[config.mk]
export PLATFORM = sky130hd
export DESIGN_NAME = nhp_host
export DESIGN_NICKNAME = d
export VERILOG_FILES = /design/src/nhp_pkg.sv /design/src/nhp_host.sv
export SDC_FILE = /design/constraint.sdc
export NUM_CORES = 1
export LEC_CHECK = 0
export ABC_AREA = 0
export BUFFER_PORTS_ARGS = -buffer_cell sky130_fd_sc_hd__buf_4
export CAP_MARGIN = 15
export CORE_ASPECT_RATIO = 1.25
export CORE_MARGIN = 4
export CORE_UTILIZATION = 47
export DETAILED_ROUTE_END_ITERATION = 10
export PLACE_DENSITY = 0.83
export REMOVE_ABC_BUFFERS = 1
export SLEW_MARGIN = 30
export SYNTH_ARGS = -nofsm -noshare
export SYNTH_HDL_FRONTEND = slang
export SYNTH_SLANG_ARGS = --single-unit
[constraint.sdc]
create_clock -name core_clk -period 5.35 [get_ports core_clk]
set_input_delay 0 -clock core_clk [delete_from_list [all_inputs] [get_ports core_clk]]
set_output_delay 0 -clock core_clk [all_outputs]
set_load 0.01 [all_outputs]
[src/nhp_pkg.sv]
package nhp_pkg;
  // Address and data widths of the device window
  localparam int ADDR_WIDTH = 13;
  localparam int DATA_WIDTH = 16;
  localparam int MUX_ADDR_BITS = 12;
  // Timing, in core_clk cycles at 20 MHz (50 ns)
  localparam int CLK_PERIOD_NS = 50;
  localparam int SETUP_NS = 50;
  localparam int STROBE_NS = 100;
  localparam int HOLD_NS = 50;
  localparam int SETUP_CYC = (SETUP_NS + CLK_PERIOD_NS - 1) / CLK_PERIOD_NS;
  localparam int STROBE_CYC = (STROBE_NS + CLK_PERIOD_NS - 1) / CLK_PERIOD_NS;
  localparam int HOLD_CYC = (HOLD_NS + CLK_PERIOD_NS - 1) / CLK_PERIOD_NS;
  localparam int CNT_WIDTH = 4;

  typedef struct packed {
    logic write;
    logic [ADDR_WIDTH-1:0] addr;
    logic [DATA_WIDTH-1:0] wdata;
  } nhp_req_type;

  typedef struct packed {
    logic chip_sel_n;
    logic write_n;
    logic out_en_n;
    logic address_valid_n;
  } nhp_strobe_type;

  typedef enum logic [5:0] {
    ST_IDLE = 6'h01,
    ST_MODE = 6'h02,
    ST_ADDR = 6'h04,
    ST_SETUP = 6'h08,
    ST_STROBE = 6'h10,
    ST_HOLD = 6'h20
  } nhp_state_type;
endpackage

[src/nhp_host.sv]
`timescale 1ns/10ps
`default_nettype none
// Behaviour
// - Write: chip select and write strobe both held low.
// - Read: chip select and output strobe held low; device drives data.
// - Burst clock is only for burst reads; this host never drives one.
// - Multiplexed: address-valid strobe on id bit 1, shared bus on data.
// - Address-valid phase carries address bits 12..1 on bus lines 11..0.
// - Mode edge comes after reset release and before any cycle.
// - Busy low while initialising; no access until released.
module nhp_host
  import nhp_pkg::*;
(
  input wire logic core_clk,
  input wire logic reset_n,
  input wire logic mux_mode,
  input wire logic req_valid,
  output logic req_ready,
  input wire nhp_req_type req,
  output logic rsp_valid,
  output logic [DATA_WIDTH-1:0] rsp_data,
  output logic dev_reset_n,
  output logic [ADDR_WIDTH-1:0] dev_addr,
  output nhp_strobe_type dev_strobe,
  output logic [DATA_WIDTH-1:0] dev_data_out,
  output logic dev_data_oe,
  input wire logic [DATA_WIDTH-1:0] dev_data_in,
  input wire logic dev_busy_n,
  input wire logic dev_irq_n,
  input wire logic dev_dma_request_n,
  output logic irq_pending,
  output logic dma_pending
);
  // ****************************************
  // Reset and input synchronisers
  // ****************************************
  logic [1:0] rst_sync;
  logic rst_n;
  logic [2:0] in_meta;
  logic [2:0] in_sync;
  logic busy_free;
  always_ff @(posedge core_clk or negedge reset_n) begin
    if (!reset_n) begin
      rst_sync <= 2'h0;
    end else begin
      rst_sync <= {rst_sync[0], 1'b1};
    end
  end
  assign rst_n = rst_sync[1];

  always_ff @(posedge core_clk or negedge rst_n) begin
    if (!rst_n) begin
      // Busy held, irq and dma at idle high: no false request after reset
      in_meta <= 3'h3;
      in_sync <= 3'h3;
    end else begin
      in_meta <= {dev_busy_n, dev_irq_n, dev_dma_request_n};
      in_sync <= in_meta;
    end
  end
  assign busy_free = in_sync[2];
  // Open-drain flags, low means asserted
  assign irq_pending = ~in_sync[1];
  assign dma_pending = ~in_sync[0];
  assign dev_reset_n = rst_n;

  // ****************************************
  // Cycle sequencer
  // ****************************************
  nhp_state_type state, next_state;
  logic [CNT_WIDTH-1:0] cnt, next_cnt;
  logic mode_done, next_mode_done;
  nhp_req_type cur, next_cur;
  nhp_strobe_type next_strobe;
  logic [ADDR_WIDTH-1:0] next_addr;
  logic [DATA_WIDTH-1:0] next_dout;
  logic next_oe;
  logic [DATA_WIDTH-1:0] next_rdata;
  logic next_rsp_valid;

  assign req_ready = (state == ST_IDLE) && mode_done && busy_free;

  always_comb begin
    next_state = state;
    next_cnt = cnt;
    next_mode_done = mode_done;
    next_cur = cur;
    next_strobe = dev_strobe;
    next_addr = dev_addr;
    next_dout = dev_data_out;
    next_oe = dev_data_oe;
    next_rdata = rsp_data;
    next_rsp_valid = 1'b0;
    unique case (state)
      ST_IDLE: begin
        if (!mode_done && busy_free) begin
          // Mode strobe pulse only after reset release, before any cycle
          if (mux_mode) begin
            next_strobe.address_valid_n = 1'b0;
            next_cnt = CNT_WIDTH'(STROBE_CYC);
            next_state = ST_MODE;
          end else begin
            next_mode_done = 1'b1;
          end
        end else if (req_valid && req_ready) begin
          next_cur = req;
          next_strobe.chip_sel_n = 1'b0;
          if (mux_mode) begin
            // Address bits 12..1 on lines 11..0, upper lines zero
            next_dout = {4'h0, req.addr[ADDR_WIDTH-1:1]};
            next_oe = 1'b1;
            next_strobe.address_valid_n = 1'b0;
            next_cnt = CNT_WIDTH'(STROBE_CYC);
            next_state = ST_ADDR;
          end else begin
            // Plain strobed cycle, so no burst clock is ever offered
            next_addr = req.addr;
            next_dout = req.wdata;
            next_oe = req.write;
            next_cnt = CNT_WIDTH'(SETUP_CYC);
            next_state = ST_SETUP;
          end
        end
      end
      ST_MODE: begin
        if (cnt == 1) begin
          next_strobe.address_valid_n = 1'b1;
          next_mode_done = 1'b1;
          next_state = ST_IDLE;
        end else begin
          next_cnt = cnt - 1'b1;
        end
      end
      ST_ADDR: begin
        if (cnt == 1) begin
          // Address-valid released; the device latched the address 10 ns after it fell
          next_strobe.address_valid_n = 1'b1;
          next_oe = cur.write;
          next_dout = cur.wdata;
          next_cnt = CNT_WIDTH'(SETUP_CYC);
          next_state = ST_SETUP;
        end else begin
          next_cnt = cnt - 1'b1;
        end
      end
      ST_SETUP: begin
        if (cnt == 1) begin
          next_strobe.write_n = ~cur.write;
          next_strobe.out_en_n = cur.write;
          next_cnt = CNT_WIDTH'(STROBE_CYC);
          next_state = ST_STROBE;
        end else begin
          next_cnt = cnt - 1'b1;
        end
      end
      ST_STROBE: begin
        if (cnt == 1) begin
          next_strobe.write_n = 1'b1;
          next_strobe.out_en_n = 1'b1;
          if (!cur.write) begin
            next_rdata = dev_data_in;
            next_rsp_valid = 1'b1;
          end
          next_cnt = CNT_WIDTH'(HOLD_CYC);
          next_state = ST_HOLD;
        end else begin
          next_cnt = cnt - 1'b1;
        end
      end
      ST_HOLD: begin
        if (cnt == 1) begin
          next_strobe.chip_sel_n = 1'b1;
          next_oe = 1'b0;
          next_rsp_valid = cur.write;
          next_state = ST_IDLE;
        end else begin
          next_cnt = cnt - 1'b1;
        end
      end
      default: next_state = ST_IDLE;
    endcase
  end

  always_ff @(posedge core_clk or negedge rst_n) begin
    if (!rst_n) begin
      state <= ST_IDLE;
      cnt <= '0;
      mode_done <= 1'b0;
      cur <= '0;
      dev_strobe <= '1;
      dev_addr <= '0;
      dev_data_out <= '0;
      dev_data_oe <= 1'b0;
      rsp_data <= '0;
      rsp_valid <= 1'b0;
    end else begin
      state <= next_state;
      cnt <= next_cnt;
      mode_done <= next_mode_done;
      cur <= next_cur;
      dev_strobe <= next_strobe;
      dev_addr <= next_addr;
      dev_data_out <= next_dout;
      dev_data_oe <= next_oe;
      rsp_data <= next_rdata;
      rsp_valid <= next_rsp_valid;
    end
  end

  // ****************************************
  // Checks
  // ****************************************
  a_write_strobe_pair: assert property (@(posedge core_clk) disable iff (!rst_n)
    !dev_strobe.write_n |-> !dev_strobe.chip_sel_n && dev_data_oe)
    else $error("write strobe without chip select or data drive");
  a_read_strobe_pair: assert property (@(posedge core_clk) disable iff (!rst_n)
    !dev_strobe.out_en_n |-> !dev_strobe.chip_sel_n && !dev_data_oe)
    else $error("read strobe with bus driven");
  a_no_access_busy: assert property (@(posedge core_clk) disable iff (!rst_n)
    $fell(dev_strobe.chip_sel_n) |-> $past(busy_free))
    else $error("access started while busy");
  a_mode_first: assert property (@(posedge core_clk) disable iff (!rst_n)
    $fell(dev_strobe.chip_sel_n) && mux_mode |-> $past(mode_done))
    else $error("cycle before mode edge");
  a_addr_layout: assert property (@(posedge core_clk) disable iff (!rst_n)
    (state == ST_ADDR) |-> dev_data_out[DATA_WIDTH-1:MUX_ADDR_BITS] == 4'h0
      && dev_data_out[MUX_ADDR_BITS-1:0] == cur.addr[ADDR_WIDTH-1:1])
    else $error("multiplexed address misplaced");
  // Strobe pin itself must be low for both counted cycles, not just the state
  a_strobe_len: assert property (@(posedge core_clk) disable iff (!rst_n)
    $rose(state == ST_STROBE) |->
      (state == ST_STROBE && !(dev_strobe.out_en_n && dev_strobe.write_n)) [*2]
      ##1 (dev_strobe.out_en_n && dev_strobe.write_n))
    else $error("strobe length wrong");
  // Looked at as the read strobe ends, when the captured word is shown
  a_rsp_read: assert property (@(posedge core_clk) disable iff (!rst_n)
    $rose(dev_strobe.out_en_n) |-> rsp_valid && rsp_data == $past(dev_data_in))
    else $error("read data not returned");
  a_addr_valid_end: assert property (@(posedge core_clk) disable iff (!rst_n)
    $rose(state == ST_ADDR) |-> ##[1:3] dev_strobe.address_valid_n)
    else $error("address-valid never released");
endmodule
`default_nettype wire

==> results of run 1 <==
## critical path, cell delays in order (launching register included)
cell      delay, ps
dfrtp_1         540
nor4_1          730
and2_2          700
a21boi_4        310
nand2_1         160
o21ai_1          80
## state kept, by name, summed over array words and instances (netlist names)
register	cells
cur	17
dev_data_out	16
rsp_data	16
dev_addr	13
state	6
cnt	4
dev_strobe	4
in_meta	3
in_sync	3
rst_sync	2
dev_data_oe	1
mode_done	1
rsp_valid	1
## path summary, 6_finish.rpt
kind	start	endpoint	slack (ps)
worst max-delay path	state[4]$_DFFE_PN0P_	dev_data_out[14]$_DFFE_PN0P_	2670
worst min-delay path	mux_mode	state[2]$_DFFE_PN0P_	90
worst max register to register	state[4]$_DFFE_PN0P_	dev_data_out[14]$_DFFE_PN0P_	2670
worst min register to register	rst_sync[1]$_DFF_PN0_	rsp_data[14]$_DFFE_PN0P_	290
max in group asynchronous	rst_sync[1]$_DFF_PN0_	cur[8]$_DFFE_PN0P_	4050
min in group asynchronous	rst_sync[1]$_DFF_PN0_	rsp_data[14]$_DFFE_PN0P_	290
## Yosys cell counts, drive strengths merged, types with 3 or more instances
library cell,count
or4,4
mux2,49
mux2i,12
buf,15
nor3,4
a21oi,22
dfrtp,78
dfstp,9
and3,4
xor2,3
nor2,23
a31oi,4
o22a,3
inv,11
nand2,25
o21ai,24
o22ai,3
## timing repair
action                                  in CTS  in global routing
endpoints found under the setup margin       0                  0
hold buffers                                52                  0
resized for setup                            0                  0
endpoints found under the hold margin       52                  0
## cells by family (layout without fill, tap and decap cells)
kind of cell,count (synthesis),count (layout),synth area share
other cells,1,2,0.000945
xor+xnor,4,4,0.00883
buf+inv,28,188,0.0422
fa+ha+maj,2,2,0.00630
compound gates,71,71,0.111
flops,87,87,0.551
mux,61,61,0.179
simple gates,77,77,0.101
## metrics by stage
stage               std cells  setup WS [ps]  hold WS (ps)
finish                    589           2670          93.8
global route              589           2420           108
CTS                       588           2740          47.6
detailed placement        520           2770          -216
global placement          520           2530          -218
floorplan                 314           2600          -296
## routing by layer
layer / share of wire / vias up / GRT usage
met1: 0.38 / 1591 / 0.244
met5: 0 / - / 0
li1: - / 1487 / -
met2: 0.52 / 146 / 0.391
met4: 0.043 / 0 / 0.118
met3: 0.057 / 37 / 0.0482
## report_power, final
part           switching (mW)  total, mW  internal, mW
logic                   0.542       1.16         0.616
registers               0.197       1.14         0.941
clock network           0.251      0.482         0.231
total                   0.989       2.78          1.79
## area by class of cell
cell class | count | area share
flip-flops and latches | 87 | 0.397
clock inverters | 6 | 0.0122
inverters | 11 | 0.00748
diodes | 1 | 0.000454
repair buffers | 161 | 0.243
well taps | 97 | 0.0220
clock buffers | 10 | 0.0249
multi-input cells | 216 | 0.293
==> out/qor.yml, run 1 <==
yosys.area.top_type_share: 0.492
timing.setup.tns_ps: 0
grt_pass1_wl_mm: 17.5
cts_tree: "yes"
status: "completed"
ys_ff_latch: 87
die_area_mm2: 0.00999
async_reset_ff_frac: 1.00
postSynthCellCount: 331
fin_total_pwr_mw: 2.78
p_leak_nw: 2.63
worstSkewPairLatency_ps: 370
die_h_um: 111
viasPerCell: 5.54
cp_max_fo: 33
irDropWorstVdd_mv: 0.292
end_kind: "flop"
drt-total-wl_mm: 10.6
synth_edf_count: 0
startpoint_type: "flop"
layout_common_cells: "buf_4 (109), dfrtp_1 (77), dlygate4sd3_1 (52), mux2_2 (39), nand2_1 (25)"
numPortBuffers: 107
reg2regPathDepth: 5
fmax_mhz: 373
drv_cap: 0
crit_type: "reg2reg"
cts.sink_count: 87
yosysSeqAreaShare: 0.551
syn_avg_cell_area_um2: 12.0
place_congestion: 0.993
fin_crit_ps: 2680
worstPathRequired_ps: 5570
finalClockSkew_ps: 15.6
seqCellArea_mm2: 0.00219
rows: 37
relSlewSlack: 0.391
grt_max_degree: 50
avgRoutedWirePerCell_um: 17.9
first_pass_iters: 5
grt_pass1_vias: 3449
antenna_found_initial: 1
postRouteAntennaNets: 0
synth_ff_type: "dfrtp_1"
fillers: 583
multi_input_area_mm2: 0.00162
vias: 3261
rsz0062_at_grt: "false"
start_util: 0.482
clockRootBuffer: "clkbuf_8"
dp_hpwl_mm: 6.69
cts.path.max_buffers: 2
min_period_over_period: 0.502
tightest_slew_ps: 913
yosysTopAreaCell: "dfrtp_1"
critPathArrivalTime_ps: 2900
min_path_cells: 3
drcViolationCount: 0
hold_viol: 0
grt_overflow: 0
cts.clk_slew.worst_paths_ps: 90
cts_buffers: 9
area_growth_pct: 39.0
synth.area.top_cells: "dfrtp_1 (49%), mux2_2 (11%), dfstp_2 (6.0%)"
drive_gt1_frac: 0.397
hp-class: "in2reg"
final_util: 0.669
nNetsFinal: 541
die_w_um: 90.2
yosysWarnings: 0
synthesis.area_mm2: 0.00397
fin_area_mm2: 0.00552
cts_setup_buffers: 0
ys_types: 54
pwr_density_cell_mw_per_mm2: 503
slew_violations: 0
layout_commonest_cell: "buf_4"
setup_violations: 0
drt_iter0_drc: 284
grt.total_usage: 0.220
core-area_mm2: 0.00824
htree_levels: 3
io_pins: 108
dpl_cell_area_mm2: 0.00479
(Power assumes the default switching activity.)
==> run 2: changes to the inputs <==
Settings changed: PLACE_DENSITY 0.83 to 0.86.
Clock period 5.35 ns to 2.3 ns, I/O delays scaled along.
==> out/qor.yml, run 2 (synthesized netlist as in run 1, its figures left out) <==
status: "completed"  # unchanged
drive_gt1_frac: 0.410  # was 0.397
layout_common_cells: "buf_4 (120), dfrtp_1 (77), dlygate4sd3_1 (52), mux2_2 (39), nand2_1 (25)"  # was buf_4 (109), dfrtp_1 (77), dlygate4sd3_1 (52), mux2_2 (39), nand2_1 (25)
tightest_slew_ps: 761  # was 913 ps
worstSkewPairLatency_ps: 360  # was 370 ps
antenna_found_initial: 1  # unchanged
relSlewSlack: 0.491  # was 0.391
irDropWorstVdd_mv: 0.657  # was 0.292 mV
r2r_end: "dev_addr[6]$_DFFE_PN0P_"  # was dev_data_out[14]$_DFFE_PN0P_
cts_tree: "yes"  # unchanged
slew_violations: 0  # unchanged
end_kind: "flop"  # unchanged
postRouteAntennaNets: 0  # unchanged
pwr-share-comb: 0.439  # was 0.417
routed.top_layer: "met4"  # unchanged
grt_overflow: 0  # unchanged
drt-total-wl_mm: 10.7  # was 10.6 mm
rsz0062_at_grt: "false"  # unchanged
wl_met1_mm: 4.02  # was 3.97 mm
crit-reg2reg-launch: "state[2]$_DFFE_PN0P_"  # was state[4]$_DFFE_PN0P_
grt_max_degree: 63  # was 50
drv_cap: 0  # unchanged
largest_reg_flops: 17  # unchanged
wl_met3_um: 546  # was 598 um
cpMaxStageDelayCell: "or4_4"  # was nor4_1
numPortBuffers: 107  # unchanged
startpoint_type: "flop"  # unchanged
first_pass_iters: 4  # was 5
rows: 37  # unchanged
hp-class: "in2reg"  # unchanged
grt_pass1_vias: 3663  # was 3449
p_switching_mw: 2.27  # was 0.989 mW
min_path_cells: 3  # unchanged
die_h_um: 111  # unchanged
pwr-share-clk: 0.152  # was 0.173
path_buf_inv: 1  # was 0
pwr_density_cell_mw_per_mm2: 1140  # was 503 mW/mm2
fin_crit_ps: 2230  # was 2680 ps
vias: 3273  # was 3261
drt_iter0_drc: 189  # was 284
met2_length_mm: 5.65  # was 5.52 mm
min_period_over_period: 0.967  # was 0.502
die_w_um: 90.2  # unchanged
internal_power_mw: 4.17  # was 1.79 mW
place_congestion: 0.871  # was 0.993
cts_buffers: 9  # unchanged
cts.sink_count: 87  # unchanged
clockRootBuffer: "clkbuf_8"  # unchanged
nNetsFinal: 555  # was 541
fin_total_pwr_mw: 6.45  # was 2.78 mW
top_register: "cur"  # unchanged
swShare: 0.353  # was 0.356
core-area_mm2: 0.00824  # unchanged
p_leak_nw: 2.71  # was 2.63 nW
seq_power_share: 0.409  # was 0.410
hold_ws_ps: 94.1  # was 93.8 ps
avgRoutedWirePerCell_um: 17.7  # was 17.9 um
dp_hpwl_mm: 6.92  # was 6.69 mm
io_pins: 108  # unchanged
cpPeakStageDelay_ps: 590  # was 730 ps
htree_levels: 3  # unchanged
worstPathRequired_ps: 2550  # was 5570 ps
viasPerCell: 5.43  # was 5.54
start_util: 0.482  # unchanged
dpl.cell_count: 534  # was 520
critPathArrivalTime_ps: 2470  # was 2900 ps
drcViolationCount: 0  # unchanged
hold_viol: 0  # unchanged
path_delay_family: "simple AND/OR/NAND/NOR gates"  # unchanged
path_cells: "or4_4, nor2_2, nand2_1, nor3_2, buf_12, mux2_2"  # was nor4_1, and2_2, a21boi_4, nand2_1, o21ai_1
fillers: 594  # was 583
reg2reg_setup_slack_ps: 70  # was 2670 ps
fmax_mhz: 449  # was 373 MHz
crit_type: "reg2reg"  # unchanged
cts.path.max_buffers: 2  # unchanged
cp_max_fo: 13  # was 33
reg2regPathDepth: 6  # was 5
finalClockSkew_ps: 6.31  # was 15.6 ps
finalNonFillerCells: 603  # was 589
worstHoldStart: "mux_mode"  # unchanged
die_area_mm2: 0.00999  # unchanged
grt_pass1_wl_mm: 17.8  # was 17.5 mm
grt.total_usage: 0.222  # was 0.220
layout_commonest_cell: "buf_4"  # unchanged
reg.largest.list: "cur (17), dev_data_out (16), rsp_data (16)"  # unchanged
hold_end: "state[2]$_DFFE_PN0P_"  # unchanged
cts.clk_slew.worst_paths_ps: 80  # was 90 ps
area_growth_pct: 42.0  # was 39.0%
setup_violations: 0  # unchanged
## run 2: changes by cell type in the layout (fill, tap and decap cells not counted), moves of 2 or more
cell | before | now
buf_12 | 0 | 3
clkbuf_1 | 0 | 4
clkinvlp_4 | 2 | 0
inv_6 | 2 | 0
buf_4 | 109 | 120
## run 2: layer usage
layer  vias to the layer above  global-route usage
li1                       1506                   -
met1                      1618               0.243
met2                       110               0.394
met3                        39              0.0448
met4                         0               0.132
met5                         -                   0
## run 2: through the flow
stage / TNS, ps / util / instance area (um2) / worst slack (ps)
final: 0 / 0.684 / 5640 / 75.0
after global routing: 0 / 0.684 / 5640 / 9.81
after CTS: 0 / 0.682 / 5620 / 51.6
after detailed placement: 0 / 0.598 / 4930 / 85.2
after global placement: 0 / 0.598 / 4930 / 132
after floorplan: -36710 / - / 3840 / -449
## run 2: timing repair
item | 4_1_cts | 5_1_grt
hold endpoints to repair | 52 | 0
setup buffers | 0 | 0
resized for setup | 0 | 4
endpoints found under the setup margin | 0 | 23
hold buffers | 52 | 0
## run 2: how the worst max path moves through the flow
| stage | to | cells after the start | start | slack (ps) |
|---|---|---|---|---|
| finish | dev_addr[6]$_DFFE_PN0P_ | 6 | state[2]$_DFFE_PN0P_ | 70 |
| global route | dev_data_oe$_DFFE_PN0P_ | 5 | state[2]$_DFFE_PN0P_ | 10 |
| CTS | dev_addr[10]$_DFFE_PN0P_ | 6 | state[3]$_DFFE_PN0P_ | 50 |
| detailed placement | cnt[1]$_DFFE_PN0P_ | 5 | state[3]$_DFFE_PN0P_ | 90 |
| global placement | dev_data_oe$_DFFE_PN0P_ | 5 | state[3]$_DFFE_PN0P_ | 130 |
| floorplan | dev_data_out[0]$_DFFE_PN0P_ | 5 | state[4]$_DFFE_PN0P_ | -450 |
## run 2: final cells by class
| type | count | area (um2) | area share |
|---|---|---|---|
| Clock buffer | 15 | 166 | 0.0295 |
| Sequential cell | 87 | 2190 | 0.389 |
| Multi-Input combinational cell | 216 | 1630 | 0.289 |
| Inverter | 11 | 41.3 | 0.00732 |
| Tap cell | 97 | 121 | 0.0215 |
| Timing Repair Buffer | 175 | 1480 | 0.263 |
| Clock inverter | 1 | 5.00 | 0.000888 |
| Antenna cell | 1 | 2.50 | 0.000444 |
## run 2: power groups by stage
stage	clock (mW)	combinational (mW)	sequential [mW]
2_1_floorplan	0	1.31	2.76
3_3_place_gp	0	2.61	2.60
3_5_place_dp	0	2.71	2.64
4_1_cts	0.998	2.79	2.62
5_1_grt	1.07	3.05	2.71
6_report	0.978	2.83	2.64
## run 2: worst reg2reg max path, cell delays in order, from the launching register on
cell and delay, ps:
dfrtp_1 460, or4_4 590, nor2_2 180, nand2_1 120, nor3_2 240, buf_12 190, mux2_2 340
==> run 3: changes to the inputs <==
Settings changed: ABC_AREA 0 to 1.
==> out/qor.yml, run 3 <==
irDropWorstVdd_mv: 0.693  # was 0.657 mV
cts_setup_buffers: 0  # unchanged
core-area_mm2: 0.00829  # was 0.00824 mm2
yosysWarnings: 0  # unchanged
numPortBuffers: 107  # unchanged
async_reset_ff_frac: 1.00  # unchanged
drt_iter0_drc: 279  # was 189
worstSkewPairLatency_ps: 360  # about the same
timing.setup.tns_ps: 0  # unchanged
drive_gt1_frac: 0.269  # was 0.410
area_growth_pct: 40.4  # was 42.0%
r2r_end: "cur[11]$_DFFE_PN0P_"  # was dev_addr[6]$_DFFE_PN0P_
finalClockSkew_ps: 12.0  # was 6.31 ps
diodes: 0  # was 1
place_congestion: 0.905  # was 0.871
layout_commonest_cell: "nand2_1"  # was buf_4
syn_avg_cell_area_um2: 8.91  # was 12.0 um2
worstSetupStartpoint: "state[0]$_DFFE_PN1P_"  # was state[2]$_DFFE_PN0P_
reg2reg_setup_slack_ps: 240  # was 70 ps
cts.sink_count: 87  # unchanged
status: "completed"  # unchanged
synthesis.area_mm2: 0.00400  # was 0.00397 mm2
drt-total-wl_mm: 10.6  # was 10.7 mm
rows: 37  # unchanged
worstPathRequired_ps: 2530  # was 2550 ps
synth_common_cells: "nand2_1 (120), dfrtp_1 (78), inv_1 (46), nand3_1 (34), o21ai_1 (34)"  # was dfrtp_1 (78), mux2_2 (39), nand2_1 (25), nor2_1 (23), a21oi_1 (22)
tightest_slew_ps: 781  # was 761 ps
die_area_mm2: 0.0101  # was 0.00999 mm2
first_pass_iters: 5  # was 4
setup_violations: 0  # unchanged
postSynthCellCount: 449  # was 331
viasPerCell: 5.25  # was 5.43
start_util: 0.483  # was 0.482
fin_ws_ps: 237  # was 75.0 ps
p_leak_nw: 2.90  # was 2.71 nW
clockRootBuffer: "clkbuf_8"  # unchanged
cts_buffers: 9  # unchanged
dp_hpwl_mm: 7.04  # was 6.92 mm
drv_cap: 0  # unchanged
fin_total_pwr_mw: 5.86  # was 6.45 mW
relSlewSlack: 0.477  # was 0.491
slew_violations: 0  # unchanged
synth.most_common_cell: "nand2_1"  # was dfrtp_1
ys_types: 30  # was 54
startpoint_type: "flop"  # unchanged
vias: 3705  # was 3273
grt.total_usage: 0.219  # was 0.222
avgRoutedWirePerCell_um: 15.0  # was 17.7 um
synth_edf_count: 0  # unchanged
yosysSeqAreaShare: 0.547  # was 0.551
synth_ff_type: "dfrtp_1"  # unchanged
finalNonFillerCells: 706  # was 603
yosysTopAreaCell: "dfrtp_1"  # unchanged
nNetsFinal: 659  # was 555
htree_levels: 3  # unchanged
grt_max_degree: 61  # was 63
cts_tree: "yes"  # unchanged
yosys.area.top_type_share: 0.488  # was 0.492
crit-reg2reg-launch: "state[0]$_DFFE_PN1P_"  # was state[2]$_DFFE_PN0P_
ys_ff_latch: 87  # unchanged
cp_max_fo: 32  # was 13
postRouteAntennaNets: 0  # unchanged
hp-class: "in2reg"  # unchanged
crit_end: "cur[11]$_DFFE_PN0P_"  # was dev_addr[6]$_DFFE_PN0P_
largest_reg_flops: 17  # unchanged
grt_pass1_vias: 3816  # was 3663
fin_crit_ps: 2060  # was 2230 ps
cts.clk_slew.worst_paths_ps: 90  # was 80 ps
synth.area.top_cells: "dfrtp_1 (49%), nand2_1 (11%), dfstp_2 (5.9%)"  # was dfrtp_1 (49%), mux2_2 (11%), dfstp_2 (6.0%)
dpl.cell_count: 639  # was 534
critPathArrivalTime_ps: 2300  # was 2470 ps
die_h_um: 111  # about the same
pwr_density_cell_mw_per_mm2: 1040  # was 1140 mW/mm2
grt_overflow: 0  # unchanged
reg.largest.list: "cur (17), dev_data_out (16), rsp_data (16)"  # unchanged
reg2regPathDepth: 7  # was 6
drcViolationCount: 0  # unchanged
top_register: "cur"  # unchanged
fmax_mhz: 485  # was 449 MHz
cts.path.max_buffers: 2  # unchanged
rsz0062_at_grt: "false"  # unchanged
end_kind: "flop"  # unchanged
die_w_um: 90.5  # was 90.2 um
antenna_found_initial: 0  # was 1
io_pins: 108  # unchanged
crit_type: "reg2reg"  # unchanged
layout_common_cells: "nand2_1 (119), buf_4 (111), dfrtp_1 (77), dlygate4sd3_1 (51), inv_1 (46)"  # was buf_4 (120), dfrtp_1 (77), dlygate4sd3_1 (52), mux2_2 (39), nand2_1 (25)
hold_viol: 0  # unchanged
grt_pass1_wl_mm: 18.0  # was 17.8 mm
hold_ws_ps: 92.9  # was 94.1 ps
dp_slack_ps: 185  # was 85.2 ps
min_period_over_period: 0.897  # was 0.967
## run 3: cells by family after synthesis
| logic type | after synthesis | share of synthesized area |
|---|---|---|
| AOI/OAI and AO/OA | 89 | 0.124 |
| xor gates and xnor gates | 1 | 0.00219 |
| adders and majority gates | 2 | 0.00626 |
| buffers and inverters | 67 | 0.0685 |
| DFF | 87 | 0.547 |
| muxes | 16 | 0.0535 |
| other | 1 | 0.000938 |
| and+or+nand+nor | 186 | 0.197 |
## run 3: how the worst min path moves through the flow
| stage | start | end | slack, ps | cells after the start |
|---|---|---|---|---|
| 2_1_floorplan | reset_n | rst_sync[0]$_DFF_PN0_ | -300 | 0 |
| 3_3_place_gp | reset_n | rst_sync[0]$_DFF_PN0_ | -220 | 1 |
| 3_5_place_dp | reset_n | rst_sync[0]$_DFF_PN0_ | -220 | 1 |
| 4_1_cts | req_valid | dev_strobe[3]$_DFFE_PN1P_ | 70 | 5 |
| 5_1_grt | req_valid | dev_strobe[3]$_DFFE_PN1P_ | 130 | 5 |
| 6_report | req_valid | dev_strobe[3]$_DFFE_PN1P_ | 90 | 5 |
## run 3: layout make-up
class	instances	area (um2)
clock buffers	10	138
clock inverters	6	67.6
fillers	618	2670
inverters	48	180
multi-input cells	295	1550
flip-flops and latches	87	2190
well taps	97	121
repair buffers	163	1360
## run 3: what timing repair did
item | in CTS | in global routing
hold buffers | 51 | 0
gates resized for setup | 0 | 1
endpoints found under the hold margin | 51 | 0
setup endpoints to repair | 0 | 1
## run 3: worst max-delay path, cell delays in order (launching register included)
cell	delay [ps]
dfstp_2	560
inv_1	50
nor2_1	110
nand3_2	150
nor3_4	460
inv_2	380
nand2_1	160
o21ai_1	70
## run 3: power breakdown
group | internal, mW | total, mW | switching, mW
clock network | 0.535 | 1.09 | 0.556
registers | 2.06 | 2.38 | 0.320
logic | 1.00 | 2.39 | 1.38
## run 3: metal layers
layer  track usage  up-vias  share of wire
met5             0        -              0
met4        0.0878        0          0.019
met3        0.0475       24          0.070
met2         0.380      167           0.53
met1         0.264     1747           0.39
li1              -     1767              -
## run 3: through the flow
step | cell area (um2) | utilization
5_1_grt | 5610 | 0.677
4_1_cts | 5610 | 0.677
3_3_place_gp | 4890 | 0.590
6_report | 5610 | 0.677
3_5_place_dp | 4890 | 0.591
2_1_floorplan | 3910 | -
